**config.mk**
```make
export PLATFORM = sky130hd
export DESIGN_NAME = flyback_switch_and_fault_control
export DESIGN_NICKNAME = d
export VERILOG_FILES = /design/src/flyback_pkg.sv /design/src/restart_if.sv /design/src/flyback_switch_and_fault_control.sv /design/src/ov_counter.sv /design/src/restart_seq.sv
export SDC_FILE = /design/constraint.sdc
export NUM_CORES = 1
export LEC_CHECK = 0
export BUFFER_PORTS_ARGS = -buffer_cell sky130_fd_sc_hd__clkbuf_2
export CAP_MARGIN = 15
export CORE_UTILIZATION = 52
export CTS_BUF_LIST = sky130_fd_sc_hd__clkbuf_8 sky130_fd_sc_hd__clkbuf_16
export DETAILED_ROUTE_END_ITERATION = 10
export PLACE_DENSITY = 0.75
export SYNTH_ARGS = -nofsm -noshare
export SYNTH_HDL_FRONTEND = slang
export SYNTH_HIERARCHICAL = 1
export SYNTH_SLANG_ARGS = --single-unit
```
**constraint.sdc**
```tcl
create_clock -name sys_clk -period 3.1 [get_ports sys_clk]
set_input_delay 0.465 -clock sys_clk [delete_from_list [all_inputs] [get_ports sys_clk]]
set_output_delay 0.465 -clock sys_clk [all_outputs]
set_load 0.02 [all_outputs]
```
**src/flyback_pkg.sv**
```systemverilog
// Purpose: shared constants and types of the flyback switch controller
// Assumes: sys_clk at 250 MHz, analog levels arrive as comparator bits
// Notes: thermal pin code is 4 mV per step
//
// What this block does
// - valley switching while in constant current mode
// - turn on at drain voltage minimum
// - skip valleys above switching frequency ceiling
// - extend off-time until aux falling edge
// - latch feedback value from aux every cycle
// - line over 1.73V for 15 halves trips
// - aux over maximum two cycles trips
// - overvoltage stops switching, stays biased
// - lockout after fault starts fresh soft-start
// - three failed starts enter inactive state
// - inactive state reactivates after 29 attempts
// - discharged supply returns to initial condition
// - long discharge pause, typically 3 to 5 s
// - overcurrent ends gate pulse until next cycle
// - keep switching, truncate each overcurrent pulse
// - shorted sense resistor shuts down after start
// - bias thermal pin and measure its voltage
// - step current down with 84 mV hysteresis
// - reduce from upper level, 1% at lower
// - thermal pin near ground forces shutdown
// - constant current, never continuous conduction
// - start above start level, stop below lockout
package flyback_pkg;
  // ==========================================================
  // timing
  localparam int unsigned CLK_FREQ_KHZ = 250000;
  localparam int unsigned SW_FREQ_CEIL_KHZ = 100;
  localparam int unsigned MIN_PERIOD_CYC =
    (CLK_FREQ_KHZ + SW_FREQ_CEIL_KHZ - 1) / SW_FREQ_CEIL_KHZ;
  localparam int unsigned MAX_ON_US = 10;
  localparam int unsigned MAX_ON_CYC = MAX_ON_US * CLK_FREQ_KHZ / 1000;
  localparam int unsigned SOFT_INIT_CYC = 64;
  localparam int unsigned SOFT_STEP_CYC = 16;
  // ==========================================================
  // widths and fault counts
  localparam int unsigned ON_W = 12;
  localparam int unsigned FB_W = 12;
  localparam int unsigned THERM_W = 8;
  localparam int unsigned PCT_W = 7;
  localparam int unsigned VIN_OV_RUN = 15;
  localparam int unsigned VOUT_OV_RUN = 2;
  localparam int unsigned START_TRIES = 3;
  localparam int unsigned REACTIVATE_TRIES = 29;
  // ==========================================================
  // thermal pin levels in codes
  localparam int unsigned THERM_LSB_MV = 4;
  localparam int unsigned HYST_MV = 84;
  localparam logic [7:0] HYST_CODE = 8'(HYST_MV / THERM_LSB_MV);
  localparam logic [7:0] PLIM_UPPER_CODE = 8'hc8;
  localparam logic [7:0] PLIM_LOWER_CODE = 8'h32;
  localparam logic [7:0] SHUTDOWN_CODE = 8'h19;
  localparam logic [3:0] NSTEP = 4'h9;
  localparam logic [7:0] STEPW = 8'(32'(PLIM_UPPER_CODE - PLIM_LOWER_CODE)
                                    / 32'(NSTEP));
  localparam logic [6:0] PCT_FULL = 7'h64;
  localparam logic [6:0] PCT_MIN = 7'h01;
  localparam logic [6:0] PCT_STEP = 7'((PCT_FULL - PCT_MIN) / 7'(NSTEP));

  // switching states
  typedef enum logic [3:0] {
    SW_IDLE   = 4'h1,
    SW_ON     = 4'h2,
    SW_DEMAG  = 4'h4,
    SW_VALLEY = 4'h8
  } sw_state_t;

  // lower edge of a power limiting step
  function automatic logic [7:0] step_edge(input logic [3:0] lvl);
    step_edge = PLIM_UPPER_CODE - 8'(lvl * STEPW);
  endfunction
endpackage

```
**src/restart_if.sv**
```systemverilog
// Purpose: restart sequencer hand-shake signals
// Assumes: all signals on sys_clk
// Notes: seq side owns run and inactive
`timescale 1ns/10ps
`default_nettype none
interface restart_if;
  logic start_req;
  logic lockout;
  logic discharged;
  logic fault;
  logic run;
  logic inactive;
  modport seq (input start_req, lockout, discharged, fault,
               output run, inactive);
  modport ctl (output start_req, lockout, discharged, fault,
               input run, inactive);
endinterface
`default_nettype wire

```
**src/flyback_switch_and_fault_control.sv**
```systemverilog
// Purpose: flyback gate timing, fault protection, thermal limiting
// Assumes: analog comparisons come in as synchronous bits
// Notes: regulation loop outside sets the requested on-time
`timescale 1ns/10ps
`default_nettype none
module flyback_switch_and_fault_control (
  // clock and reset
  input wire logic sys_clk,
  input wire logic rst_n,
  // supply rail status
  input wire logic supply_start_ok,
  input wire logic supply_lockout,
  input wire logic supply_discharged,
  // switching sense
  input wire logic cc_mode,
  input wire logic [flyback_pkg::ON_W-1:0] on_time_req,
  input wire logic aux_fall,
  input wire logic valley_seen,
  input wire logic aux_over_max,
  input wire logic [flyback_pkg::FB_W-1:0] feedback_sample,
  // protection sense
  input wire logic line_half_tick,
  input wire logic line_over_limit,
  input wire logic overcurrent_hit,
  input wire logic sense_short,
  // thermal pin code
  input wire logic [flyback_pkg::THERM_W-1:0] thermal_code,
  // gate and feedback
  output logic gate_drive,
  output logic [flyback_pkg::FB_W-1:0] feedback_level,
  output logic feedback_valid,
  // fault status
  output logic input_overvoltage_trip,
  output logic output_overvoltage_trip,
  output logic sense_resistor_short_guard,
  output logic controller_inactive,
  output logic controller_running,
  // thermal limit
  output logic thermal_pin_bias_en,
  output logic thermal_shutdown,
  output logic [flyback_pkg::PCT_W-1:0] current_pct
);
  import flyback_pkg::*;

  // ==========================================================
  // restart sequencer
  restart_if sif ();
  logic in_ov, out_ov, srs_q, therm_shut_q, bias_q;
  wire fault_any = in_ov | out_ov | srs_q;

  assign sif.start_req = supply_start_ok;
  assign sif.lockout = supply_lockout;
  assign sif.discharged = supply_discharged;
  assign sif.fault = fault_any;

  restart_seq u_seq (
    .sys_clk (sys_clk),
    .rst_n   (rst_n),
    .sif     (sif)
  );

  // switching allowed only when started, fault free and cool
  wire go = sif.run & ~fault_any & ~therm_shut_q;

  // ==========================================================
  // switching cycle state machine
  sw_state_t state_q, state_d;
  logic [ON_W-1:0] on_cnt_q, soft_q;
  logic [ON_W-1:0] period_q;
  logic gate_q, cyc_over_q, fb_valid_q;
  logic [FB_W-1:0] fb_q;

  // on-time limit: soft-start ramp, request, hard cap
  wire [ON_W-1:0] on_lim = (on_time_req < soft_q) ? on_time_req : soft_q;
  wire on_done = (on_cnt_q + 12'h001 >= on_lim);
  wire period_ok = (period_q >= ON_W'(MIN_PERIOD_CYC));
  wire valley_ok = cc_mode ? valley_seen : 1'b1;
  wire demag_end = (state_q == SW_DEMAG) & aux_fall;
  wire cyc_over = cyc_over_q | aux_over_max;

  // next state
  always_comb begin
    state_d = state_q;
    unique case (state_q)
      SW_IDLE: begin
        if (go) begin
          state_d = SW_ON;
        end
      end
      SW_ON: begin
        if (overcurrent_hit || on_done) begin
          state_d = SW_DEMAG;
        end
      end
      SW_DEMAG: begin
        if (aux_fall) begin
          state_d = SW_VALLEY;
        end
      end
      SW_VALLEY: begin
        if (valley_ok && period_ok) begin
          state_d = SW_ON;
        end
      end
    endcase
    if (!go) begin
      state_d = SW_IDLE;
    end
  end

  // state and gate register
  always_ff @(posedge sys_clk) begin
    if (!rst_n) begin
      state_q <= SW_IDLE;
      gate_q <= 1'b0;
    end else begin
      state_q <= state_d;
      gate_q <= (state_d == SW_ON);
    end
  end

  // on-time and period counters
  always_ff @(posedge sys_clk) begin
    if (!rst_n) begin
      on_cnt_q <= '0;
      period_q <= '0;
    end else if (state_q != SW_ON && state_d == SW_ON) begin
      on_cnt_q <= '0;
      period_q <= '0;
    end else begin
      on_cnt_q <= on_cnt_q + 12'h001;
      period_q <= period_ok ? period_q : period_q + 12'h001;
    end
  end

  // soft-start ramp widens each pulse up to the cap
  always_ff @(posedge sys_clk) begin
    if (!rst_n || !go) begin
      soft_q <= ON_W'(SOFT_INIT_CYC);
    end else if (state_q == SW_VALLEY && state_d == SW_ON) begin
      soft_q <= (soft_q >= ON_W'(MAX_ON_CYC - SOFT_STEP_CYC)) ?
                ON_W'(MAX_ON_CYC) : soft_q + ON_W'(SOFT_STEP_CYC);
    end
  end

  // feedback capture at the aux knee
  always_ff @(posedge sys_clk) begin
    if (!rst_n) begin
      fb_q <= '0;
      fb_valid_q <= 1'b0;
    end else if (demag_end) begin
      fb_q <= feedback_sample;
      fb_valid_q <= 1'b1;
    end
  end

  // aux over-limit seen anywhere in the off-time
  always_ff @(posedge sys_clk) begin
    if (!rst_n || state_q == SW_ON) begin
      cyc_over_q <= 1'b0;
    end else if (aux_over_max) begin
      cyc_over_q <= 1'b1;
    end
  end

  // ==========================================================
  // over-voltage run counters, cleared on lockout or discharge
  wire ov_clear = supply_lockout | supply_discharged;

  ov_counter #(.RUN(VIN_OV_RUN)) u_vin_ov (
    .sys_clk (sys_clk),
    .rst_n   (rst_n),
    .clear   (ov_clear),
    .tick    (line_half_tick),
    .over    (line_over_limit),
    .trip    (in_ov)
  );

  ov_counter #(.RUN(VOUT_OV_RUN)) u_vout_ov (
    .sys_clk (sys_clk),
    .rst_n   (rst_n),
    .clear   (ov_clear),
    .tick    (demag_end),
    .over    (cyc_over),
    .trip    (out_ov)
  );

  // sense resistor short, only checked once started
  always_ff @(posedge sys_clk) begin
    if (!rst_n) begin
      srs_q <= 1'b0;
    end else begin
      srs_q <= (srs_q & ~ov_clear) | (sense_short & sif.run);
    end
  end

  // ==========================================================
  // thermal pin limiter
  logic [3:0] lvl_q;
  logic [PCT_W-1:0] pct_q;
  wire [7:0] edge_here = step_edge(lvl_q);
  wire [7:0] edge_back = step_edge(lvl_q - 4'h1) + HYST_CODE;
  wire step_down = (lvl_q < NSTEP) && (thermal_code < edge_here);
  wire step_up = (lvl_q != 4'h0) && (thermal_code >= edge_back);

  // level steps with hysteresis on the way back
  always_ff @(posedge sys_clk) begin
    if (!rst_n) begin
      lvl_q <= 4'h0;
    end else if (step_down) begin
      lvl_q <= lvl_q + 4'h1;
    end else if (step_up) begin
      lvl_q <= lvl_q - 4'h1;
    end
  end

  // percentage, shutdown and pin bias
  always_ff @(posedge sys_clk) begin
    if (!rst_n) begin
      pct_q <= PCT_FULL;
      therm_shut_q <= 1'b0;
      bias_q <= 1'b0;
    end else begin
      pct_q <= PCT_FULL - 7'(lvl_q * PCT_STEP);
      therm_shut_q <= (thermal_code < SHUTDOWN_CODE);
      bias_q <= 1'b1;
    end
  end

  // ==========================================================
  // outputs, all from flops
  assign gate_drive = gate_q;
  assign feedback_level = fb_q;
  assign feedback_valid = fb_valid_q;
  assign input_overvoltage_trip = in_ov;
  assign output_overvoltage_trip = out_ov;
  assign sense_resistor_short_guard = srs_q;
  assign controller_inactive = sif.inactive;
  assign controller_running = sif.run;
  assign thermal_pin_bias_en = bias_q;
  assign thermal_shutdown = therm_shut_q;
  assign current_pct = pct_q;
endmodule
`default_nettype wire

```
**src/ov_counter.sv**
```systemverilog
// Purpose: consecutive over-limit run counter with sticky trip
// Assumes: one tick per observed cycle
// Notes: a tick without over clears the run
`timescale 1ns/10ps
`default_nettype none
module ov_counter #(
  parameter int unsigned RUN = 15
) (
  // clock and reset
  input wire logic sys_clk,
  input wire logic rst_n,
  // observations
  input wire logic clear,
  input wire logic tick,
  input wire logic over,
  // result
  output logic trip
);
  logic [4:0] cnt_q;
  logic trip_q;
  wire hit = tick & over & (cnt_q == 5'(RUN - 1));

  // count unbroken runs, set beats clear
  always_ff @(posedge sys_clk) begin
    if (!rst_n || clear) begin
      cnt_q <= 5'h00;
    end else if (tick) begin
      cnt_q <= over ? cnt_q + 5'h01 : 5'h00;
    end
  end
  always_ff @(posedge sys_clk) begin
    if (!rst_n) begin
      trip_q <= 1'b0;
    end else begin
      trip_q <= (trip_q & ~clear) | hit;
    end
  end
  assign trip = trip_q;
endmodule
`default_nettype wire

```
**src/restart_seq.sv**
```systemverilog
// Purpose: start attempt and inactive state sequencer
// Assumes: start_req is one pulse per supply start
// Notes: attempt count kept until supply discharged or a wake start
`timescale 1ns/10ps
`default_nettype none
module restart_seq (
  // clock and reset
  input wire logic sys_clk,
  input wire logic rst_n,
  // hand-shake
  restart_if.seq sif
);
  import flyback_pkg::*;
  logic run_q, inactive_q;
  logic [1:0] tries_q;
  logic [4:0] skip_q;
  wire wake = sif.start_req & ~run_q & inactive_q &
              (skip_q == 5'(REACTIVATE_TRIES - 1));

  // attempt bookkeeping
  always_ff @(posedge sys_clk) begin
    if (!rst_n || sif.discharged) begin
      run_q <= 1'b0;
      inactive_q <= 1'b0;
      tries_q <= 2'h0;
      skip_q <= 5'h00;
    end else if (sif.fault && run_q) begin
      run_q <= 1'b0;
      tries_q <= tries_q + 2'h1;
      inactive_q <= (tries_q == 2'(START_TRIES - 1));
    end else if (sif.lockout) begin
      run_q <= 1'b0;
    end else if (sif.start_req && !run_q) begin
      if (!inactive_q || wake) begin
        run_q <= 1'b1;
        inactive_q <= 1'b0;
        tries_q <= wake ? 2'h0 : tries_q;
        skip_q <= 5'h00;
      end else begin
        skip_q <= skip_q + 5'h01;
      end
    end
  end
  assign sif.run = run_q;
  assign sif.inactive = inactive_q;
endmodule
`default_nettype wire
```
**After elaboration in Yosys (flattened, before gate mapping)**

Index checks and enable logic that the tools add are counted.

- Output and inout port bits: 28
- RAM bits: 0
- Latch bits: 0
- Word-level logic and storage cells: 133
- Input port bits: 45
- ROM bits: 0
- Register bits after elaboration: 90
- Memories kept: 0

- Div/mod/pow operators: 0
- Reduce and logical (&&, ||, !) cells: 28
- Add/sub/neg operators: 13
- $mul: 1
- Shift operators: 0
- Multiplexer cells: 23
- Magnitude comparators: 8
- Bitwise logic cells: 28
- Equal/unequal tests: 11

Operators with widths:

| cell | count |
|---|---|
| 12-bit by 1-bit adder with 12-bit output (second input constant) | 2 |
| 12-bit >= comparator (second input constant) | 2 |
| 12-bit 2-to-1 mux | 2 |
| 4-bit 2-to-1 mux | 6 |
| 4-bit case mux with 4 select lines | 1 |
| 8-bit subtractor (first input constant) | 2 |
| 5-bit by 1-bit adder with 5-bit output (second input constant) | 3 |
| 5-bit 2-to-1 mux | 3 |
| 1-bit AND | 14 |
| 12-bit by 5-bit adder with 12-bit output (second input constant) | 1 |
| 12-bit >= comparator | 1 |
| 12-bit less-than comparator | 1 |
| 2-bit 2-to-1 mux | 5 |
| 8-bit by 5-bit adder with 8-bit output (second input constant) | 1 |
| 4-bit by 2-bit == test with 1-bit output (second input constant) | 2 |
| 8-bit >= comparator | 1 |
| 8-bit by 5-bit less-than comparator with 1-bit output (second input constant) | 1 |
| 8-bit less-than comparator | 1 |
| 2-bit nonzero test | 4 |
| 1-bit logical AND | 7 |
| 4-bit by 4-bit multiplier with 7-bit output (second input constant) | 1 |
| 1-bit NOT | 7 |
| 1-bit bitwise OR | 7 |
| 7-bit subtractor (first input constant) | 1 |
| 22 further kinds | 36 |

**Longest topological paths before layout**

Gate-level depths: netlist (run 1).

- Word-level depth: 10
- Depth in mapped cells: 14
- Mapped depth without buffers: 13

**By module**

Netlist (run 1), hierarchy kept.

By module, submodules not included:

| module | cells each | instances | area an instance (sq um) | seq. area each (sq um) |
|---|---|---|---|---|
| flyback_switch_and_fault_control | 457 | 1 | 3986.3 | 1321.3 |
| restart_seq | 61 | 1 | 520.5 | 180.2 |
| ov_counter at u_vout_ov | 36 | 1 | 302.8 | 120.1 |
| ov_counter at u_vin_ov | 32 | 1 | 301.5 | 120.1 |

**Least setup slack after synthesis (run 1)**

No wires, ideal clock.

- Kind: input to register
- Start: in on_time_req[2] (netlist bit)
- End: reg gate_q, in the netlist gate_drive
- Setup time: 0.060 ns
- Required time: 3.040 ns
- Stages on the path: 13
- Data arrival time: 3.147 ns
- Slack: -0.107 ns
- Cells stage by stage: ha_1 o31a_1 o211ai_1 nand3_1 a31o_2 clkbuf_1 mux2i_1 ha_1 a21o_1 a221o_1 a31oi_1 o21a_1 a41o_1

- Word-level cells in the longest chain between the ends: 8

RTL lines:

| element | line | text |
|---|---|---|
| from (decl) | flyback_switch_and_fault_control.sv:16 | `input wire logic [flyback_pkg::ON_W-1:0] on_time_req,` |
| 12-bit less-than comparator | flyback_switch_and_fault_control.sv:74 | `wire [ON_W-1:0] on_lim = (on_time_req < soft_q) ? on_time_req : soft_q;` |
| 12-bit 2-to-1 mux * | flyback_switch_and_fault_control.sv:74 |  |
| 12-bit >= comparator * | flyback_switch_and_fault_control.sv:75 | `wire on_done = (on_cnt_q + 12'h001 >= on_lim);` |
| 1-bit logical OR * | flyback_switch_and_fault_control.sv:91 | `if (overcurrent_hit \|\| on_done) begin` |
| 4-bit 2-to-1 mux * | flyback_switch_and_fault_control.sv:91 |  |
| 4-bit case mux with 4 select lines * | flyback_switch_and_fault_control.sv:84 | `unique case (state_q)` |
| 4-bit 2-to-1 mux * | flyback_switch_and_fault_control.sv:106 | `if (!go) begin` |
| 4-bit by 2-bit == test with 1-bit output * | flyback_switch_and_fault_control.sv:118 | `gate_q <= (state_d == SW_ON);` |
| to (signal assigned) | flyback_switch_and_fault_control.sv:118 |  |
| to (decl) | flyback_switch_and_fault_control.sv:70 | `logic gate_q, cyc_over_q, fb_valid_q;` |

Mark *: on every way between the ends. The rest lies on a longest branch, timed or not.
A chain may end at the register's enable or synchronous reset.

**Worst setup path in the final report (run 1)**

- Start: reg soft_q[2]
- End: reg state_q[1]

- Word-level cells in the longest chain between the ends: 7

RTL lines:

| element | line | text |
|---|---|---|
| from (decl) | flyback_switch_and_fault_control.sv:68 | `logic [ON_W-1:0] on_cnt_q, soft_q;` |
| from (signal assigned) | flyback_switch_and_fault_control.sv:139 | `soft_q <= ON_W'(SOFT_INIT_CYC);` |
| from (signal assigned) | flyback_switch_and_fault_control.sv:141 | `soft_q <= (soft_q >= ON_W'(MAX_ON_CYC - SOFT_STEP_CYC)) ?` |
| 12-bit less-than comparator | flyback_switch_and_fault_control.sv:74 |  |
| 12-bit 2-to-1 mux * | flyback_switch_and_fault_control.sv:74 |  |
| 12-bit >= comparator * | flyback_switch_and_fault_control.sv:75 |  |
| 1-bit logical OR * | flyback_switch_and_fault_control.sv:91 |  |
| 4-bit 2-to-1 mux * | flyback_switch_and_fault_control.sv:91 |  |
| 4-bit case mux with 4 select lines * | flyback_switch_and_fault_control.sv:84 |  |
| 4-bit 2-to-1 mux * | flyback_switch_and_fault_control.sv:106 |  |
| to (signal assigned) | flyback_switch_and_fault_control.sv:117 | `state_q <= state_d;` |
| to (decl) | flyback_switch_and_fault_control.sv:67 | `sw_state_t state_q, state_d;` |

Marks and branches as above.

==> flow_summary.yaml, run 1 <==
global_routing:
  grt_first_pass_wirelength_um: 18900
  grt_usage_pct: 23.0
  grt_overflow: 0
  antenna_found_initial: 0
  grt_max_degree: 26
  first_global_vias: 4366
synth:
  synth_area_mm2: 0.00511
  synth_cell_type_count: 74
  synthFlopType: "dfxtp_1"
  synth.avg_cell_area_um2: 8.72
  yosys_warnings: 6
  synthCells: 586
  synth_edf_count: 0
  synth.top_cell.area_share_pct: 34.1
  synth-seq-cells: 87
  yosys-top-cells-area: "dfxtp_1 34%, ha_1 13%, xnor2_1 4.1%"
  ys_seq_area_share_pct: 34.1
  async_flop_share_pct: 0
  syn_nets: 688
  yosys.area.top_type: "dfxtp_1"
cts:
  clock_latency_ns: 0.36
  cts_tree: "done"
  cts_made_buffers: 9
  cts.htree.levels: 3
  clockBufferDepth: 2
  clk_pin_slew_ns: 0.09
  clock-sinks: 87
  cts_root_buffer: "clkbuf_8"
layout:
  layout-drive-gt1-share_pct: 18.4
  fin_cells: 796
  layout.nets: 764
  antenna_cells: 0
  area_growth_pct: 14.5
run:
  maxCapViolCount: 0
worst_setup_path:
  worstPathCellList: "inv_2, ha_1, o31a_1, o211ai_1, nand3_1, a31o_4, mux2i_1, ha_1, a21o_1, a221o_1, a31oi_1, o21a_1, a41o_1"
  crit_buf_inv: 1
  cp.depth: 13
  required_ns: 3.40
  crit_slowest_cell: "dfxtp_2"
  path_common_cell: "ha_1"
  startpoint_type: "flip-flop"
  max_stage_delay_ns: 0.35
  cp_max_fo: 6
  path_class: "flip-flop to flip-flop"
  endpoint: "state_q[1]$_SDFF_PN0_"
  reg2reg_to: "state_q[1]$_SDFF_PN0_"
  crit_start: "soft_q[2]$_SDFFE_PP0P_"
  crit_family: "compound AO/OA/AOI/OAI gates"
  r2r-start: "soft_q[2]$_SDFFE_PP0P_"
  crit_path_end_kind: "flip-flop"
  ff2ff_setup_slack_ns: 0.15
  rr_worst_depth: 13
  arrival_ns: 3.25
floorplanning:
  coreArea_mm2: 0.00937
  core.rowCount: 35
  die_w_um: 101
  io_pins: 73
  die_h_um: 101
  die_area_mm2: 0.0102
  initial_core_util_pct: 54.5
placement:
  dp_cells: 779
  port_buffers: 72
  place.gp.congestion: 0.861
  hpwl_um: 8240
power_and_ir_drop:
  leakage_nw: 2.41
  power.total_w: 0.00353
  p_per_area_mw_per_mm2: 604
  ir_drop_v: 0.000415
routing:
  first_pass_iters: 5
  initialDrtViolationCount: 178
  dr_total_vias: 4367
  wl_per_cell_um: 13.8
  totalWireLength_um: 11000
  via_per_inst: 5.49
  final_antenna_net_count: 0
  drc_errors: 0
timing:
  tightest_slew_ns: 0.735
  slew_violations: 0
  setup_viol: 0
  fin_setup_tns_ns: 0
  fin_worst_skew_ns: 0.0103
  hold_violations: 0
  fmax_mhz: 339
  max_slew_margin_pct: 50.6
  period_needed_ns: 2.95
  period_share_pct: 95.2
worst_hold_path:
  hold_path_startpoint: "feedback_sample[10]"
  hold_depth: 3
  hp-class: "input port to flip-flop"
status:
  status: "complete, no violations"
==> cell usage in the layout (no fill, tap or decap), types with 12 or more instances in the layout <==
master    netlist  routed
a21oi_1        37      37
buf_4           1      13
clkbuf_2        0      72
dfxtp_1        87      86
ha_1           55      55
inv_1          36      35
nand2_1        50      50
nand2b_1       12      12
nand3_1        31      31
nand4_1        12      12
nor2_1         45      45
nor2b_1        18      18
xnor2_1        24      24
xor2_1         13      13
==> cell type report <==
type / instances / area (µm²)
fill: 821 / 3520
multi-input combinational: 440 / 3140
sequential: 87 / 1740
timing repair buffer: 85 / 458
tap: 129 / 161
inverter: 39 / 146
clock buffer: 9 / 124
clock inverter: 7 / 78.8
==> power breakdown <==
| part | switching, W | internal (W) | total (W) | leakage [nW] |
|---|---|---|---|---|
| registers | 0.0000634 | 0.00119 | 0.00125 | 0.706 |
| clock network | 0.000430 | 0.000379 | 0.000809 | 0.0925 |
| logic | 0.000840 | 0.000634 | 0.00147 | 1.61 |
| total | 0.00133 | 0.00220 | 0.00353 | 2.41 |
==> cell usage after synthesis, types with 3 or more instances <==
| cell | number |
|---|---|
| or3_1 | 6 |
| o31ai_1 | 3 |
| nor3_1 | 5 |
| o2111ai_1 | 3 |
| nand2b_1 | 12 |
| xnor2_1 | 24 |
| o21ai_0 | 11 |
| a211oi_1 | 5 |
| nand4_1 | 12 |
| nor4b_1 | 3 |
| a21oi_1 | 37 |
| clkbuf_1 | 12 |
| nor3b_1 | 3 |
| nand4b_1 | 3 |
| xor2_1 | 13 |
| a21o_1 | 7 |
| o22ai_1 | 3 |
| nor2b_1 | 18 |
| mux2i_1 | 11 |
| nand3_1 | 31 |
| nand3b_1 | 3 |
| o21a_1 | 4 |
| a31oi_1 | 7 |
| and3_1 | 9 |
| inv_1 | 36 |
| o211ai_1 | 5 |
| o21ai_1 | 3 |
| buf_2 | 4 |
| ha_1 | 55 |
| nor2_1 | 45 |
| nand2_1 | 50 |
| nor4_1 | 3 |
| dfxtp_1 | 87 |
==> timing repair <==
item	4_1_cts	5_1_grt
hold endpoints to repair	0	0
setup buffers	0	1
resized for setup	0	6
hold buffers	0	0
setup endpoints to repair	0	3
==> logic make-up (layout without fill, tap and decap cells) <==
logic type | after synthesis | in the layout | share of synthesized area, %
adders and majority gates | 57 | 57 | 14.2
AOI/OAI and AO/OA | 110 | 110 | 14.2
and+or+nand+nor | 225 | 225 | 23.9
xor gates and xnor gates | 37 | 37 | 6.34
buffers and inverters | 59 | 140 | 5.02
muxes | 11 | 11 | 2.15
DFF | 87 | 87 | 34.1
==> per-stage QoR <==
stage | util (%) | setup WS (ns) | instance area (µm²) | hold WS (ns)
2_1_floorplan | - | 0.0152 | 5110 | 0.424
3_3_place_gp | 60.0 | -0.0545 | 5620 | 0.439
3_5_place_dp | 60.0 | -0.144 | 5620 | 0.444
4_1_cts | 62.2 | 0.00000533 | 5830 | 0.303
5_1_grt | 62.5 | -0.0353 | 5850 | 0.304
6_report | 62.5 | 0.150 | 5850 | 0.324
==> how the worst min path moves through the flow <==
| stage | endpoint |
|---|---|
| floorplan | u_seq/tries_q[0]$_SDFFE_PP0P_ |
| global placement | u_seq/tries_q[0]$_SDFFE_PP0P_ |
| detailed placement | u_seq/tries_q[0]$_SDFFE_PP0P_ |
| CTS | feedback_level[1]$_SDFFE_PN0P_ |
| global route | feedback_level[6]$_SDFFE_PN0P_ |
| finish | feedback_level[10]$_SDFFE_PN0P_ |
==> worst register-to-register path, cell delays in order, from the launching register on <==
cell	delay (ns)
dfxtp_2	0.35
inv_2	0.05
ha_1	0.26
o31a_1	0.24
o211ai_1	0.18
nand3_1	0.11
a31o_4	0.27
mux2i_1	0.13
ha_1	0.32
a21o_1	0.17
a221o_1	0.31
a31oi_1	0.16
o21a_1	0.18
a41o_1	0.17
==> layer usage <==
metal | wire, µm | vias to the layer above | GRT usage [%]
li1 | - | 2220 | -
met1 | 4990 | 2025 | 27.5
met2 | 5360 | 107 | 40.0
met3 | 459 | 15 | 4.69
met4 | 165 | 0 | 9.59
met5 | 0 | - | 0
==> sequential cells by signal, summed over array words and instances, names as in the netlist <==
name and flops:
u_vout_ov/trip 1, current_pct 7, thermal_pin_bias_en 1, feedback_level 12, sense_resistor_short_guard 1, u_vin_ov/trip 1
u_seq/skip_q 5, u_seq/sif.inactive 1, u_vout_ov/cnt_q 5, soft_q 9, thermal_shutdown 1, cyc_over_q 1
on_cnt_q 12, u_vin_ov/cnt_q 5, state_q 4, gate_drive 1, period_q 12, u_seq/tries_q 2
u_seq/sif.run 1, lvl_q 4, feedback_valid 1
Note: power is estimated with default switching activity, not from simulation.
==> run 2: changes to the inputs <==
--- a/config.mk
+++ b/config.mk
@@ -7,10 +7,10 @@
 export LEC_CHECK = 0
 export BUFFER_PORTS_ARGS = -buffer_cell sky130_fd_sc_hd__clkbuf_2
 export CAP_MARGIN = 15
-export CORE_UTILIZATION = 52
+export CORE_UTILIZATION = 55
 export CTS_BUF_LIST = sky130_fd_sc_hd__clkbuf_8 sky130_fd_sc_hd__clkbuf_16
 export DETAILED_ROUTE_END_ITERATION = 10
-export PLACE_DENSITY = 0.75
+export PLACE_DENSITY = 0.82
 export SYNTH_ARGS = -nofsm -noshare
 export SYNTH_HDL_FRONTEND = slang
 export SYNTH_HIERARCHICAL = 1
==> constraint.sdc (replaced) <==
create_clock -name sys_clk -period 3.78 [get_ports sys_clk]
set_input_delay 0.567 -clock sys_clk [delete_from_list [all_inputs] [get_ports sys_clk]]
set_output_delay 0.567 -clock sys_clk [all_outputs]
set_load 0.02 [all_outputs]
==> flow_summary.yaml, run 2 (same netlist as run 1, synthesis figures left out) <==
worst_setup_path:
  max_stage_delay_ns: 0.45
  crit_slowest_cell: "dfxtp_1"
  cp_max_fo: 12
  path_class: "flip-flop to flip-flop"
  startpoint_type: "flip-flop"
  path_common_cell: "ha_1"
  arrival_ns: 3.49
  worstPathCellList: "inv_1, ha_1, a211oi_1, nand3_1, a31o_2, mux2i_1, ha_1, a21o_1, a221o_1, a31oi_1, o21a_1, a41o_1"
  crit_path_end_kind: "flip-flop"
  required_ns: 4.06
layout:
  layout.nets: 752
  mostFrequentLayoutCells: "87 x dfxtp_1, 72 x clkbuf_2, 55 x ha_1"
  area_growth_pct: 11.8
  nFillCells: 725
  layout-drive-gt1-share_pct: 16.0
  final_cell_area_mm2: 0.00571
  final_common_cell: "dfxtp_1"
  antenna_cells: 0
timing:
  fin_worst_skew_ns: 0.0165
  max_slew_margin_pct: 52.8
  hold_violations: 0
  slew_violations: 0
  fin_setup_tns_ns: 0
  setup_viol: 0
  tightest_slew_ns: 0.703
  period_needed_ns: 3.21
  fin_hold_ws_ns: 0.428
  fmax_mhz: 312
  rsz0062_at_grt: "no"
  period_share_pct: 84.8
power_and_ir_drop:
  power_frac_comb_pct: 40.9
  p_sw_share_pct: 36.8
  power_switching_w: 0.00105
  leakage_nw: 2.36
  p_clk_share_pct: 22.9
  ir_drop_v: 0.000437
  pwr-share-seq_pct: 36.2
  p_per_area_mw_per_mm2: 501
  internal-power_w: 0.00181
routing:
  final_antenna_net_count: 0
  first_pass_iters: 10
  wl_per_cell_um: 14.3
  totalWireLength_um: 10900
  dr_total_vias: 4402
  via_per_inst: 5.77
  initialDrtViolationCount: 232
  drc_errors: 2
cts:
  hold_buffers: 0
  cts_root_buffer: "clkbuf_8"
  post_cts_buffers: 0
  clockBufferDepth: 2
  ctsResizeCount: 0
  cts_tree: "done"
  cts.htree.levels: 3
  clk_pin_slew_ns: 0.09
  clock_latency_ns: 0.35
  clock-sinks: 87
  cts_made_buffers: 9
global_routing:
  first_global_vias: 4352
  grt_first_pass_wirelength_um: 18500
  antenna_found_initial: 0
  grt_max_degree: 26
  grt_overflow: 0
  grt_usage_pct: 23.4
status:
  status: "finished, violations left"
  violations: "design-rule violations"
placement:
  port_buffers: 72
  hpwl_um: 8290
  place.gp.congestion: 0.869
  dpl_cell_area_mm2: 0.00552
run:
  maxCapViolCount: 0
floorplanning:
  die_area_mm2: 0.00968
  core.rowCount: 34
  die_h_um: 98.4
  die_w_um: 98.4
  coreArea_mm2: 0.00885
  io_pins: 73
  initial_core_util_pct: 57.8
worst_hold_path:
  hp-class: "input port to flip-flop"
-- run 2: changes by cell type in the layout (fill, tap and decap cells not counted), sizes merged --
cell,before,now
buf,13,1
clkbuf,81,82
clkinv,2,1
clkinvlp,3,2
inv,40,41
-- run 2: power groups by stage --
stage	sequential [W]	clock (W)	combinational [W]
6_report	0.00104	0.000654	0.00117
4_1_cts	0.00104	0.000671	0.00117
3_5_place_dp	0.00106	0	0.00116
2_1_floorplan	0.00106	0	0.000890
3_3_place_gp	0.00105	0	0.00110
5_1_grt	0.00104	0.000708	0.00133
-- run 2: cell type report --
class	count	area, µm²	share of cell area [%]
Clock buffer	10	138	2.41
Clock inverter	6	61.3	1.07
Inverter	39	146	2.56
Multi-Input combinational cell	440	3120	54.7
Sequential cell	87	1740	30.5
Tap cell	108	135	2.36
Timing Repair Buffer	73	368	6.44
-- run 2: final timing paths --
| check | slack, ns | depth (start not counted) | end | startpoint |
|---|---|---|---|---|
| worst max register to register | 0.57 | 12 | state_q[1]$_SDFF_PN0_ | soft_q[6]$_SDFFE_PP1P_ |
| worst max-delay path | 0.57 | 12 | state_q[1]$_SDFF_PN0_ | soft_q[6]$_SDFFE_PP1P_ |
| worst min-delay path | 0.43 | 3 | feedback_level[11]$_SDFFE_PN0P_ | feedback_sample[11] |
| worst min register to register | 0.46 | 2 | feedback_level[10]$_SDFFE_PN0P_ | feedback_level[10]$_SDFFE_PN0P_ |
-- run 2: metrics by stage --
stage	worst slack [ns]	utilization, %	total power (W)	std cells
after floorplan	0.471	-	0.00195	586
after global placement	0.456	62.3	0.00216	747
after detailed placement	0.404	62.3	0.00221	747
after CTS	0.611	64.6	0.00288	763
after global routing	0.315	64.6	0.00308	763
final	0.575	64.6	0.00286	763
-- run 2: worst max-delay path, delay by kind of cell (launching register included) --
family,cells,cell delay (ns)
mux,1,0.16
simple gates,1,0.11
compound gates,7,1.68
buf+inv,1,0.13
fa+ha+maj,2,0.60
flops,1,0.45
-- run 2: metal layers --
metal  vias up  global-route usage, %  share of wire [%]
li1       2200                      -                  -
met1      2067                   26.3                 43
met2       119                   42.8                 51
met3        16                   4.72                5.0
met4         0                   9.99                1.7
met5         -                      0                  0
